$ cat config.mk
export PLATFORM = sky130hd
export DESIGN_NAME = omwd_decoder
export DESIGN_NICKNAME = d
export VERILOG_FILES = /design/src/pkg/omwd_pkg.sv /design/src/rtl/omwd_addr_match.sv /design/src/rtl/omwd_bank_ctl.sv /design/src/rtl/omwd_decoder.sv
export SDC_FILE = /design/constraint.sdc
export NUM_CORES = 1
export LEC_CHECK = 0
export ABC_AREA = 1
export CORE_AREA = 2 2 84 86
export CTS_CLUSTER_SIZE = 16
export DETAILED_ROUTE_END_ITERATION = 7
export DIE_AREA = 0 0 86 88
export DONT_BUFFER_PORTS = 1
export PLACE_DENSITY = 0.66
export SKIP_LAST_GASP = 1
export SLEW_MARGIN = 30
export SYNTH_ARGS = -nofsm -noshare
export SYNTH_HDL_FRONTEND = slang
export SYNTH_SLANG_ARGS = --single-unit
$ cat constraint.sdc
create_clock -name pclk -period 2.21 [get_ports pclk]
set_clock_uncertainty 0.1 [all_clocks]
set_input_delay 0.442 -clock pclk [delete_from_list [all_inputs] [get_ports pclk]]
set_output_delay 0.442 -clock pclk [all_outputs]
set_load 0.01 [all_outputs]
$ cat src/pkg/omwd_pkg.sv
package omwd_pkg;

  localparam int ADDR_W = 24;
  localparam int SOCKET_BIT = 11;
  localparam int BASE_LSB = 12;
  localparam int BASE_MSB = 15;
  localparam int SEG_LSB = 16;
  localparam int SEG_MSB = 23;
  localparam int GRP_BANK_BIT = 2;

  localparam logic [11:0] CTRL_OFF = 12'h000;
  localparam logic [11:0] STATUS_OFF = 12'h004;
  localparam logic [11:0] HITS_OFF = 12'h008;
  localparam logic [11:0] SWITCH_OFF = 12'h00C;

  localparam logic [7:0] CTRL_RST = 8'h00;
  localparam logic [15:0] HITS_RST = 16'h0000;
  localparam logic BANK_RAW_RST = 1'b0;

  localparam int ST_BANK_EN = 0;
  localparam int ST_PHANTOM = 1;
  localparam int ST_EXT_ON = 2;
  localparam int ST_CS_LEFT = 3;
  localparam int ST_CS_RIGHT = 4;
  localparam int ST_LAST_UPPER = 5;

  typedef enum logic [1:0] {
    OMWD_IDLE = 2'b00,
    OMWD_HIT = 2'b01,
    OMWD_MISS = 2'b10
  } omwd_cyc_t;

  // every switch field: 1 = paddle open, 0 = paddle closed
  typedef struct packed {
    logic [3:0] base;
    logic [7:0] segment;
    logic ext_open;
    logic polarity_open;
    logic phantom_open;
  } omwd_sw_t;

  typedef struct packed {
    logic cycle;
    logic read;
    logic [ADDR_W-1:0] addr;
    logic phantom_n;
  } omwd_mem_t;

endpackage

$ cat src/rtl/omwd_addr_match.sv
`timescale 1ns/1ps
module omwd_addr_match (
  input omwd_pkg::omwd_mem_t mem,
  input omwd_pkg::omwd_sw_t sw,
  output logic hit,
  output logic upper
);

  logic base_ok;
  logic seg_ok;

  always_comb begin
    // closed paddle needs a zero bit, open paddle a one bit
    base_ok = (mem.addr[omwd_pkg::BASE_MSB:omwd_pkg::BASE_LSB] == sw.base);
    // segment compare only counts while extended decode is open
    seg_ok = !sw.ext_open || (mem.addr[omwd_pkg::SEG_MSB:omwd_pkg::SEG_LSB] == sw.segment);
    hit = base_ok && seg_ok;
    upper = mem.addr[omwd_pkg::SOCKET_BIT];
  end

endmodule

$ cat src/rtl/omwd_bank_ctl.sv
`timescale 1ns/1ps
module omwd_bank_ctl (
  input logic pclk,
  input logic presetn,
  input logic wr,
  input logic wr_bit,
  input logic polarity_open,
  output logic bank_en
);

  typedef struct packed {
    logic raw;
  } omwd_bank_state_t;

  omwd_bank_state_t st;
  omwd_bank_state_t next_st;

  always_comb begin
    next_st = st;
    if (wr) begin
      next_st.raw = wr_bit;
    end
  end

  // raw resets to zero so the strap alone picks the reset state, no port sampled under reset
  always_ff @(posedge pclk or negedge presetn) begin
    if (!presetn) begin
      st.raw <= omwd_pkg::BANK_RAW_RST;
    end else begin
      st <= next_st;
    end
  end

  // closed: active low, enabled at reset; open: active high, disabled at reset
  assign bank_en = st.raw ~^ polarity_open;

endmodule

$ cat src/rtl/omwd_decoder.sv
`timescale 1ns/1ps
module omwd_decoder (
  input logic pclk,
  input logic presetn,
  input logic psel,
  input logic penable,
  input logic pwrite,
  input logic [11:0] paddr,
  input logic [31:0] pwdata,
  output logic [31:0] prdata,
  output logic pready,
  output logic pslverr,
  input omwd_pkg::omwd_mem_t mem,
  input omwd_pkg::omwd_sw_t sw,
  input logic io_grp_wr,
  input logic [7:0] io_data,
  output logic cs_left,
  output logic cs_right,
  output logic data_oe,
  output logic wait_req
);

  typedef struct packed {
    omwd_pkg::omwd_cyc_t cyc;
    logic cs_left;
    logic cs_right;
    logic data_oe;
    logic last_upper;
    logic [7:0] ctrl_image;
    logic [15:0] hits;
    logic [31:0] prdata;
  } omwd_state_t;

  omwd_state_t st;
  omwd_state_t next_st;

  logic hit;
  logic upper;
  logic bank_en;
  logic grp_wr;
  logic grp_bit;
  logic phantom_block;
  logic sel_ok;
  logic apb_setup;
  logic apb_access;
  logic ctrl_wr;
  logic hits_wr;

  function automatic logic reg_mapped(input logic [11:0] a);
    reg_mapped = (a == omwd_pkg::CTRL_OFF) || (a == omwd_pkg::STATUS_OFF) ||
                 (a == omwd_pkg::HITS_OFF) || (a == omwd_pkg::SWITCH_OFF);
  endfunction

  function automatic logic [31:0] reg_read(input logic [11:0] a, input omwd_state_t s,
                                           input logic ben, input logic pb, input omwd_pkg::omwd_sw_t w);
    logic [31:0] v;
    v = 32'h0000_0000;
    case (a)
      omwd_pkg::CTRL_OFF: begin
        v[7:0] = s.ctrl_image;
      end
      omwd_pkg::STATUS_OFF: begin
        v[omwd_pkg::ST_BANK_EN] = ben;
        v[omwd_pkg::ST_PHANTOM] = pb;
        v[omwd_pkg::ST_EXT_ON] = w.ext_open;
        v[omwd_pkg::ST_CS_LEFT] = s.cs_left;
        v[omwd_pkg::ST_CS_RIGHT] = s.cs_right;
        v[omwd_pkg::ST_LAST_UPPER] = s.last_upper;
      end
      omwd_pkg::HITS_OFF: begin
        v[15:0] = s.hits;
      end
      omwd_pkg::SWITCH_OFF: begin
        v[14:0] = w;
      end
      default: begin
        v = 32'h0000_0000;
      end
    endcase
    reg_read = v;
  endfunction

  omwd_addr_match u_match (
    .mem(mem),
    .sw(sw),
    .hit(hit),
    .upper(upper)
  );

  // a host bus write and a register write in one cycle: the host bus write wins
  assign apb_setup = psel && !penable;
  assign apb_access = psel && penable;
  assign ctrl_wr = apb_access && pwrite && (paddr == omwd_pkg::CTRL_OFF);
  assign hits_wr = apb_access && pwrite && (paddr == omwd_pkg::HITS_OFF);
  assign grp_wr = io_grp_wr || ctrl_wr;
  assign grp_bit = io_grp_wr ? io_data[omwd_pkg::GRP_BANK_BIT] : pwdata[omwd_pkg::GRP_BANK_BIT];

  omwd_bank_ctl u_bank (
    .pclk(pclk),
    .presetn(presetn),
    .wr(grp_wr),
    .wr_bit(grp_bit),
    .polarity_open(sw.polarity_open),
    .bank_en(bank_en)
  );

  assign phantom_block = !mem.phantom_n && !sw.phantom_open;
  assign sel_ok = mem.cycle && hit && bank_en && !phantom_block;

  always_comb begin
    next_st = st;
    next_st.cs_left = sel_ok && !upper;
    next_st.cs_right = sel_ok && upper;
    next_st.data_oe = sel_ok && mem.read;
    if (io_grp_wr) begin
      next_st.ctrl_image = io_data;
    end else if (ctrl_wr) begin
      next_st.ctrl_image = pwdata[7:0];
    end
    if (hits_wr) begin
      next_st.hits = omwd_pkg::HITS_RST;
    end
    case (st.cyc)
      omwd_pkg::OMWD_IDLE: begin
        if (mem.cycle && sel_ok) begin
          next_st.cyc = omwd_pkg::OMWD_HIT;
          next_st.last_upper = upper;
          // a same-cycle clear restarts the count at one, counting this hit
          next_st.hits = hits_wr ? 16'h0001 : st.hits + 16'h0001;
        end else if (mem.cycle) begin
          next_st.cyc = omwd_pkg::OMWD_MISS;
        end
      end
      omwd_pkg::OMWD_HIT, omwd_pkg::OMWD_MISS: begin
        if (!mem.cycle) begin
          next_st.cyc = omwd_pkg::OMWD_IDLE;
        end
      end
      default: begin
        next_st.cyc = omwd_pkg::OMWD_IDLE;
      end
    endcase
    // read data captured in setup so the access phase needs no wait
    if (apb_setup && !pwrite) begin
      next_st.prdata = reg_read(paddr, st, bank_en, phantom_block, sw);
    end
  end

  always_ff @(posedge pclk or negedge presetn) begin
    if (!presetn) begin
      st.cyc <= omwd_pkg::OMWD_IDLE;
      st.cs_left <= 1'b0;
      st.cs_right <= 1'b0;
      st.data_oe <= 1'b0;
      st.last_upper <= 1'b0;
      st.ctrl_image <= omwd_pkg::CTRL_RST;
      st.hits <= omwd_pkg::HITS_RST;
      st.prdata <= 32'h0000_0000;
    end else begin
      st <= next_st;
    end
  end

  assign cs_left = st.cs_left;
  assign cs_right = st.cs_right;
  assign data_oe = st.data_oe;
  // memory is fast enough for the bus; slow parts need host-side waits
  assign wait_req = 1'b0;
  assign prdata = st.prdata;
  assign pready = 1'b1;
  assign pslverr = apb_access && !reg_mapped(paddr);

  logic low_match;
  assign low_match = mem.addr[omwd_pkg::BASE_MSB:omwd_pkg::BASE_LSB] == sw.base;
endmodule

==> flow_metrics.py, run 1 <==
metrics = {
    "status": {
        "status": "completed",
    },
    "place": {
        "dp_cells": 603,
        "place_hpwl_mm": 6.350,
        "gp_congestion": 0.9060,
        "port_buffers": 0,
    },
    "yosys": {
        "synth_top_family_by_area": "simple AND/OR/NAND/NOR gates",
        "synth.distinct_cells": 38,
        "synthSimpleGateAreaFrac_pct": 33.96,
        "synth_top_area_share_pct": 32.01,
        "synth_compound_area_share_pct": 10.65,
        "synth.largest_area_cell": "dfrtp_1",
        "synth-xor-area-share_pct": 3.410,
        "synth.area.top_cells": "dfrtp_1 32%, nand2_1 23%, inv_1 8.9%",
        "netlist_instances": 552,
        "ys_warn_count": 0,
        "syn_area_per_cell_um2": 6.514,
        "synth-seq-cells": 46,
        "synth_adder_area_share_pct": 0.6959,
        "ys_seq_area_share_pct": 32.01,
        "synthMuxAreaShare_pct": 0,
        "syn_area_mm2": 0.003596,
    },
    "route": {
        "wl_mm": 8.469,
        "wl_per_cell_um": 13.84,
        "via_count": 3102,
        "first_pass_iters": 5,
        "drc": 0,
        "ant_nets": 0,
        "drtIter0Drc": 168,
        "viasPerCell": 5.069,
    },
    "floorplanning": {
        "dieArea_mm2": 0.007568,
        "core_mm2": 0.006644,
        "dieHeight_um": 88,
        "rows": 30,
        "die_w_um": 86,
        "ios": 138,
        "start_util_pct": 54.12,
    },
    "setup_path": {
        "critPathLaunchType": "flop",
        "critical_path_class": "reg2reg",
        "required_ns": 2.32,
        "critPathMaxFanout": 5,
        "cp_data_arrival_time_ns": 1.98,
        "end_kind": "flop",
    },
    "clocking": {
        "cts_buffers": 5,
        "cts_buffer_depth": 2,
        "clk-insertion-delay-late_ns": 0.31,
        "htreeDepth": 2,
        "root_buffer": "clkbuf_8",
        "cts_resized": 0,
        "cts_tree": "done",
        "cts.clk_slew.worst_paths_ns": 0.09,
        "clock-sinks": 46,
    },
    "global_routing": {
        "met2_usage_pct": 40.24,
        "grt-busiest-layer": "met2",
        "grt_max_degree": 47,
        "use_met3_pct": 4.430,
        "grt_pass1_wl_mm": 13.74,
        "grt_use_met1_pct": 29.63,
        "gr-total-overflow": 0,
        "antenna_found_initial": 0,
        "gr-usage-all-layers_pct": 22.94,
        "grt_pass1_vias": 2858,
    },
    "timing": {
        "relSlewSlack_pct": 63.93,
        "finalSetupViolCount": 0,
        "timing.final.crit_share_pct": 84.70,
        "period_minus_slack_ns": 1.872,
        "hold_viol_final": 0,
        "rsz0062_at_grt": "false",
        "fmax_ghz": 0.5342,
        "report.final.slew_viol_count": 0,
        "finalSetupTns_ns": 0,
        "max_slew.worst_pin.slew_ns": 0.5404,
    },
    "layout": {
        "final_cells": 612,
        "fin_nets": 634,
        "diodes": 0,
        "area.growth.synth_to_final_pct": -1.218,
        "drive_gt1_share_pct": 6.203,
    },
    "worst_hold_path": {
        "min_path_type": "in2reg",
    },
    "power": {
        "ir_drop_mv": 0.2718,
        "power_density_mw_per_mm2": 524.6,
        "p_leak_nw": 2.037,
    },
    "run": {
        "drv_cap": 0,
    },
}
## power breakdown
group,internal (mW),leakage (nW),switching [mW]
clock network,0.213,0.0438,0.290
logic,0.135,1.38,0.298
registers,0.890,0.617,0.0377
## critical path, stage by stage (launching register included)
cell	delay [ns]
dfrtp_1	0.42
ha_1	0.30
inv_1	0.06
nor2_1	0.31
nand2_1	0.13
xor2_1	0.15
nand2_1	0.06
inv_1	0.04
nand2_1	0.05
nand2_1	0.04
nand2_1	0.05
nand2_1	0.05
## per-layer routing
layer  wire length (um)  share of wire (%)
met5                  0                  0
met4                106                1.3
met3                447                5.3
met2               4166                 49
met1               3748                 44
## sequential cells by signal, summed over array words and instances, names as in the netlist
signal    cells
st           27
data_oe       1
cs_right      1
cs_left       1
prdata       16
## Yosys cell counts (all sizes together)
cell type  instances
a21oi              5
and2               1
buf               45
clkbuf             4
clkinv             1
conb               2
dfrtp             46
ha                 2
inv               87
nand2            224
nand3             21
nand3b             1
nand4              5
nor2              40
nor3               2
o211ai            10
o21a               1
o21ai             27
o21bai             1
o22ai             12
o31ai              1
xnor2              3
xor2              11
## cell type report
class,count,area (um2)
inverter,88,335.3
clock buffer,5,68.82
fill,693,3092
clock inverter,2,10.01
tap,80,100.1
sequential,46,1151
timing repair buffer,6,67.56
multi-input combinational,385,1819
## cell usage in the layout (no fill, tap or decap), drive strengths merged, types with 2 or more instances in the layout
master	n
a21oi	5
conb	18
clkbuf	5
nor3	2
buf	5
nor2	40
o211ai	10
o22ai	12
clkinv	3
ha	2
o21ai	27
nand2	224
nand4	5
xor2	11
xnor2	3
dfrtp	46
nand3	21
inv	87
## timing repair
action / in CTS / in global routing
setup endpoints to repair: 0 / 0
endpoints found under the hold margin: 46 / 0
buffers inserted: 0 / 0
hold buffers: 2 / 0
## metrics by stage
step                setup slack, ns  area [um2]  hold WS, ns  power [mW]  util, %
floorplan                    0.5975        3656      0.04641       1.271        -
global placement             0.3623        3436      0.04764       1.345    51.71
detailed placement           0.3317        3436      0.04779       1.354    51.71
CTS                          0.3634        3552      0.08689       1.881    53.47
global route                 0.1564        3552      0.09583       1.966    53.47
finish                       0.3382        3552      0.09957       1.864    53.47
## final timing paths
kind	to	startpoint	cells after the start	slack (ns)
setup / recovery	st[40]	st[33]	11	0.34
hold / removal	cs_left	mem[12]	1	0.1
setup reg to reg	st[40]	st[33]	11	0.34
hold reg to reg	st[61]	st[61]	2	0.38
max in group asynchronous	st[35]	presetn	2	1.25
min in group asynchronous	prdata[15]	presetn	2	0.56
## logic make-up after synthesis
logic type               Yosys count
AO/OA/AOI/OAI                     57
other                              2
buffers and inverters            137
AND/OR/NAND/NOR                  294
XOR/XNOR                          14
flip-flops                        46
adder cells (fa/ha/maj)            2
Power figures use the tool's default switching activity.
==> run 2: changes to the inputs <==
--- a/config.mk
+++ b/config.mk
@@ -5,13 +5,13 @@
 export SDC_FILE = /design/constraint.sdc
 export NUM_CORES = 1
 export LEC_CHECK = 0
-export ABC_AREA = 1
-export CORE_AREA = 2 2 84 86
+export ABC_AREA = 0
+export CORE_AREA = 2 2 76 78
 export CTS_CLUSTER_SIZE = 16
 export DETAILED_ROUTE_END_ITERATION = 7
-export DIE_AREA = 0 0 86 88
+export DIE_AREA = 0 0 78 80
 export DONT_BUFFER_PORTS = 1
-export PLACE_DENSITY = 0.66
+export PLACE_DENSITY = 0.65
 export SKIP_LAST_GASP = 1
 export SLEW_MARGIN = 30
 export SYNTH_ARGS = -nofsm -noshare
==> constraint.sdc (replaced) <==
create_clock -name pclk -period 1.8 [get_ports pclk]
set_clock_uncertainty 0.1 [all_clocks]
set_input_delay 0.36 -clock pclk [delete_from_list [all_inputs] [get_ports pclk]]
set_output_delay 0.36 -clock pclk [all_outputs]
set_load 0.01 [all_outputs]
==> run 2 against run 1 <==
Against the previous run:
- the flow now finishes with violations (negative setup slack)
- die area decreased by 18%
- sequential share of layout area up 1.8 points
- global-route usage shrank 0.88 points
- utilization up 8.8 points
- first-iteration DRC count rose by 6.5%
- area after synthesis down 20%
- fmax decreased by 3.5%
- final area down 5.2%
- final cell count decreased by 37%
- wire length is 16% lower
- clock power rose by 91%
- critical path type unchanged
- critical endpoint is now st[35]
- highest routed layer unchanged
==> flow_metrics.py, run 2 <==
metrics = {
    "timing": {
        "report.final.slew_viol_count": 0,
        "finalSetupTns_ns": -1.133,
        "fmax_ghz": 0.5158,
        "period_minus_slack_ns": 1.939,
        "holdWs_ns": 0.01761,
        "timing.final.crit_share_pct": 107.7,
        "fin_ws_ns": -0.1388,
        "rsz0062_at_grt": "true",
        "finalSetupViolCount": 14,
        "hold_viol_final": 0,
    },
    "yosys": {
        "synth.largest_area_cell": "dfrtp_1",
        "syn_area_per_cell_um2": 9.525,
        "ys_async_sr_fraction_pct": 100.0,
        "synth-seq-cells": 46,
        "ys_seq_area_share_pct": 40.02,
        "syn_area_mm2": 0.002877,
        "synth_edf_count": 0,
        "synth.top_cells.by_count": "46 x dfrtp_1, 39 x nand2_1, 35 x buf_4",
        "synth_top_area_share_pct": 40.02,
        "yosysMostFrequentCell": "dfrtp_1",
        "ys_warn_count": 0,
        "synth.distinct_cells": 47,
        "netlist_instances": 302,
        "synthFlopType": "dfrtp_1",
        "synth.area.top_cells": "dfrtp_1 40%, buf_4 9.1%, mux2i_1 6.3%",
    },
    "layout": {
        "regMostFlops": "st",
        "layout_common_cells": "46 x dfrtp_1, 36 x nand2_1, 29 x buf_4",
        "reg.largest.list": "st x27, prdata x16",
        "final_common_cell": "dfrtp_1",
        "largest_register_ffs": 27,
        "drive_gt1_share_pct": 26.58,
        "fin_nets": 417,
        "diodes": 0,
        "area.growth.synth_to_final_pct": 17.01,
    },
    "route": {
        "first_pass_iters": 4,
        "drtIter0Drc": 179,
        "wl_mm": 7.142,
        "via_count": 2248,
        "wl_per_cell_um": 18.41,
        "drc": 0,
        "viasPerCell": 5.794,
        "ant_nets": 0,
    },
    "floorplanning": {
        "core_mm2": 0.005405,
        "dieHeight_um": 80,
        "die_w_um": 78,
        "dieArea_mm2": 0.006240,
        "rows": 27,
        "ios": 138,
        "start_util_pct": 53.22,
    },
    "clocking": {
        "cts_buffer_depth": 2,
        "root_buffer": "clkbuf_8",
        "cts.clk_slew.worst_paths_ns": 0.09,
        "clock-sinks": 46,
        "clk-insertion-delay-late_ns": 0.30,
        "htreeDepth": 2,
        "cts_tree": "done",
        "cts_buffers": 5,
    },
    "setup_path": {
        "critPathMaxFanout": 6,
        "critPathLaunchType": "flop",
        "end_kind": "flop",
        "cpMaxStageDelayCell": "or4_1",
        "crit_family": "simple AND/OR/NAND/NOR gates",
        "cp_data_arrival_time_ns": 2.07,
        "path_buf_inv": 0,
        "required_ns": 1.93,
        "crit_chain": "xnor2_2 > and4_4 > nand3_2 > or4_1 > a21oi_1",
        "cp_slowest_stage_delay_ns": 0.51,
        "critical_path_class": "reg2reg",
    },
    "global_routing": {
        "grt_pass1_wl_mm": 10.54,
        "gr-total-overflow": 0,
        "gr-usage-all-layers_pct": 22.06,
        "grt_pass1_vias": 2126,
        "grt_max_degree": 47,
        "antenna_found_initial": 0,
    },
    "worst_hold_path": {
        "min_path_type": "in2reg",
    },
    "status": {
        "failed_checks": "negative setup slack",
        "status": "finished with violations",
    },
    "power": {
        "p_leak_nw": 1.500,
        "power_density_mw_per_mm2": 757.4,
        "ir_drop_mv": 0.4968,
    },
    "place": {
        "port_buffers": 0,
        "gp_congestion": 0.8312,
        "place_hpwl_mm": 4.968,
    },
    "run": {
        "drv_cap": 0,
    },
}
## run 2: cell types whose count changed in the layout (fill, tap and decap cells not counted), sizes merged, moves of 4 or more
cell	before	now
nand2	224	39
o211ai	10	0
mux4	0	5
nor2	40	6
o31ai	1	11
inv	87	5
buf	5	37
a21oi	5	14
o21ai	27	23
mux2i	0	18
or4	0	13
nor4	0	4
o22ai	12	0
## run 2: power breakdown
group | total (mW) | internal [mW] | leakage [nW] | switching (mW)
registers | 1.11 | 1.08 | 0.626 | 0.0303
clock network | 0.959 | 0.592 | 0.0714 | 0.367
logic | 0.481 | 0.229 | 0.803 | 0.253
## run 2: metal layers
metal	wire, um	global-route usage, %	share of wire [%]
met4	90	5.263	1.3
met1	2933	27.48	41
met2	3691	38.62	52
met3	426	5.430	6.0
met5	0	0	0
## run 2: worst paths after layout
| kind | startpoint | end | slack, ns | cells past startpoint |
|---|---|---|---|---|
| setup / recovery | st[50] | st[35] | -0.14 | 5 |
| hold / removal | mem[12] | cs_left | 0.02 | 1 |
| setup reg to reg | st[50] | st[35] | -0.14 | 5 |
| hold reg to reg | st[54] | st[54] | 0.40 | 2 |
| max in group asynchronous | presetn | st[60] | 0.90 | 2 |
| min in group asynchronous | presetn | prdata[7] | 0.46 | 2 |
## run 2: stage by stage
stage / area [um2] / util, % / power (mW) / std cells / worst slack, ns
2_1_floorplan: 2990 / - / 1.436 / 318 / -0.1187
5_1_grt: 3366 / 62.27 / 2.646 / 388 / -0.2198
3_5_place_dp: 2984 / 55.21 / 1.516 / 372 / -0.2743
4_1_cts: 3266 / 60.42 / 2.531 / 386 / -0.1303
6_report: 3366 / 62.27 / 2.549 / 388 / -0.1388
3_3_place_gp: 2984 / 55.21 / 1.506 / 372 / -0.2641
## run 2: cells by family after synthesis
family	share of synthesized area [%]
AO/OA/AOI/OAI	12.40
multiplexers	10.57
flip-flops	40.02
adder cells (fa/ha/maj)	0.8698
AND/OR/NAND/NOR	19.27
other	0.2611
XOR/XNOR	4.263
buffers and inverters	12.35
## run 2: final cells by class
| type | instances | area, um2 |
|---|---|---|
| Clock buffer | 6 | 82.58 |
| Clock inverter | 2 | 60.06 |
| Fill cell | 449 | 2039 |
| Inverter | 5 | 18.77 |
| Multi-Input combinational cell | 219 | 1618 |
| Sequential cell | 46 | 1151 |
| Tap cell | 72 | 90.09 |
| Timing Repair Buffer | 38 | 345.3 |
## run 2: timing repair
item | CTS | global route
resized for setup | 16 | 16
pin swaps | 7 | 8
buffers inserted | 3 | 1
hold endpoints to repair | 46 | 0
cloned | 1 | 1
hold buffers | 2 | 0
endpoints found under the setup margin | 18 | 26
==> run 3: changes to the inputs <==
--- a/config.mk
+++ b/config.mk
@@ -11,7 +11,7 @@
 export DETAILED_ROUTE_END_ITERATION = 7
 export DIE_AREA = 0 0 78 80
 export DONT_BUFFER_PORTS = 1
-export PLACE_DENSITY = 0.65
+export PLACE_DENSITY = 0.73
 export SKIP_LAST_GASP = 1
 export SLEW_MARGIN = 30
 export SYNTH_ARGS = -nofsm -noshare
==> run 3 against run 2 <==
Against the previous run:
- the flow still finishes with violations (negative setup slack)
- critical path depth up 1
- register-to-register slack worse by 0.15 ns
- combinational power down 3%
- final area fell by 2.8%
- worst setup slack got worse by 0.15 ns
- fmax decreased by 7.1%
- final cell count decreased by 0.52%
- global-route usage up 0.11 points
- flip-flop and latch count unchanged
- via count grew 3.0%
- critical endpoint is now st[39]
- largest cell class unchanged
- largest power group unchanged
- highest routed layer unchanged
==> flow_metrics.py, run 3 (same netlist as run 2, synthesis figures left out) <==
metrics = {
    "status": {
        "status": "finished with violations",
        "failed_checks": "negative setup slack",
    },
    "clocking": {
        "cts_buffers": 5,
        "root_buffer": "clkbuf_8",
        "cts_tree": "done",
        "clock-sinks": 46,
        "htreeDepth": 2,
        "cts_buffer_depth": 2,
        "clk-insertion-delay-late_ns": 0.30,
        "cts.clk_slew.worst_paths_ns": 0.09,
    },
    "route": {
        "drtIter0Drc": 263,
        "drc": 0,
        "viasPerCell": 5.997,
        "via_count": 2315,
        "wl_per_cell_um": 18.31,
        "wl_mm": 7.069,
        "ant_nets": 0,
        "first_pass_iters": 4,
    },
    "power": {
        "finalPower_mw": 2.232,
        "ir_drop_mv": 0.4545,
        "p_leak_nw": 1.463,
        "power_density_mw_per_mm2": 682.6,
    },
    "floorplanning": {
        "rows": 27,
        "core_mm2": 0.005405,
        "dieArea_mm2": 0.006240,
        "ios": 138,
        "dieHeight_um": 80,
        "die_w_um": 78,
        "start_util_pct": 53.22,
    },
    "setup_path": {
        "critical_path_class": "reg2reg",
        "cp_data_arrival_time_ns": 2.21,
        "required_ns": 1.93,
        "timing.rr.start": "st[50]",
        "end_kind": "flop",
        "critPathMaxFanout": 6,
        "critPathLaunchType": "flop",
        "cp-startpoint": "st[50]",
    },
    "layout": {
        "drive_gt1_share_pct": 26.43,
        "area.growth.synth_to_final_pct": 13.70,
        "reg.largest.list": "st x27, prdata x16",
        "regArea_mm2": 0.001151,
        "final_cells": 386,
        "fin_nets": 415,
        "layout_common_cells": "46 x dfrtp_1, 37 x nand2_1, 29 x buf_4",
        "fill_cells": 450,
        "largest_register_ffs": 27,
        "final_common_cell": "dfrtp_1",
        "post-route-util_pct": 60.51,
        "diodes": 0,
        "regMostFlops": "st",
        "multi_input_area_mm2": 0.001605,
    },
    "global_routing": {
        "grt_max_degree": 47,
        "antenna_found_initial": 0,
        "gr-total-overflow": 0,
        "gr-usage-all-layers_pct": 22.17,
        "grt_pass1_wl_mm": 10.70,
        "grt_pass1_vias": 2198,
    },
    "place": {
        "port_buffers": 0,
        "place_hpwl_mm": 5.077,
        "dp_cells": 371,
        "gp_congestion": 0.7859,
    },
    "timing": {
        "finalSetupTns_ns": -3.424,
        "fmax_ghz": 0.4791,
        "report.final.slew_viol_count": 0,
        "period_minus_slack_ns": 2.087,
        "holdWs_ns": 0.02560,
        "timing.final.crit_share_pct": 116.0,
        "rsz0062_at_grt": "true",
        "hold_viol_final": 0,
        "finalSetupViolCount": 20,
        "fin_ws_ns": -0.2874,
    },
    "run": {
        "drv_cap": 0,
    },
    "worst_hold_path": {
        "min_path_type": "in2reg",
        "hold_path_startpoint": "mem[12]",
    },
}
==> run 3: cell count changes in the layout (fill, tap and decap cells not counted), sizes merged <==
cell	previous run	this run
clkbuf	6	7
buf	37	35
clkinv	0	1
bufinv	2	0
==> run 3: layer usage <==
metal,vias up,track usage [%],wire [um]
met5,-,0,0
met4,0,7.719,137
met3,10,6.674,429
met2,86,37.50,3673
met1,1159,26.97,2829
li1,1060,-,-
==> run 3: area by class of cell <==
cell class	instances	area share, %
Tap cell	72	2.754
Multi-Input combinational cell	219	49.08
Inverter	5	0.5738
Sequential cell	46	35.19
Timing Repair Buffer	36	9.602
Clock buffer	7	2.640
Clock inverter	1	0.1530
==> run 3: path summary, 6_finish.rpt <==
kind | cells past startpoint | endpoint | slack [ns]
worst min register to register | 2 | st[52] | 0.40
worst max register to register | 6 | st[39] | -0.29
worst max-delay path | 6 | st[39] | -0.29
worst min-delay path | 1 | cs_left | 0.03
min in group asynchronous | 2 | cs_left | 0.45
max in group asynchronous | 2 | prdata[12] | 0.92
==> run 3: where the power goes <==
part | total (mW) | switching (mW) | internal (mW)
clock network | 0.661 | 0.350 | 0.310
registers | 1.11 | 0.0292 | 1.08
logic | 0.465 | 0.239 | 0.225
total | 2.23 | 0.619 | 1.61
==> run 3: critical path, stage by stage (launching register included) <==
cell and delay, ns:
dfrtp_1 0.43, xnor2_2 0.29, and4_4 0.33, nand2_4 0.07
buf_6 0.14, or4_4 0.49, a21oi_2 0.16
==> run 3: stage by stage <==
stage               cell area, um2  setup WS, ns
finish                        3271       -0.2874
global route                  3271       -0.2734
CTS                           3139       -0.1525
detailed placement            2964       -0.3119
global placement              2964       -0.2421
floorplan                     2990       -0.1187
==> run 3: repair_timing <==
action | 4_1_cts | 5_1_grt
endpoints found under the hold margin | 46 | 0
endpoints found under the setup margin | 22 | 22
hold buffers | 2 | 0
setup buffers | 1 | 2
pin swaps | 7 | 9
resized for setup | 10 | 20
gates cloned | 0 | 2
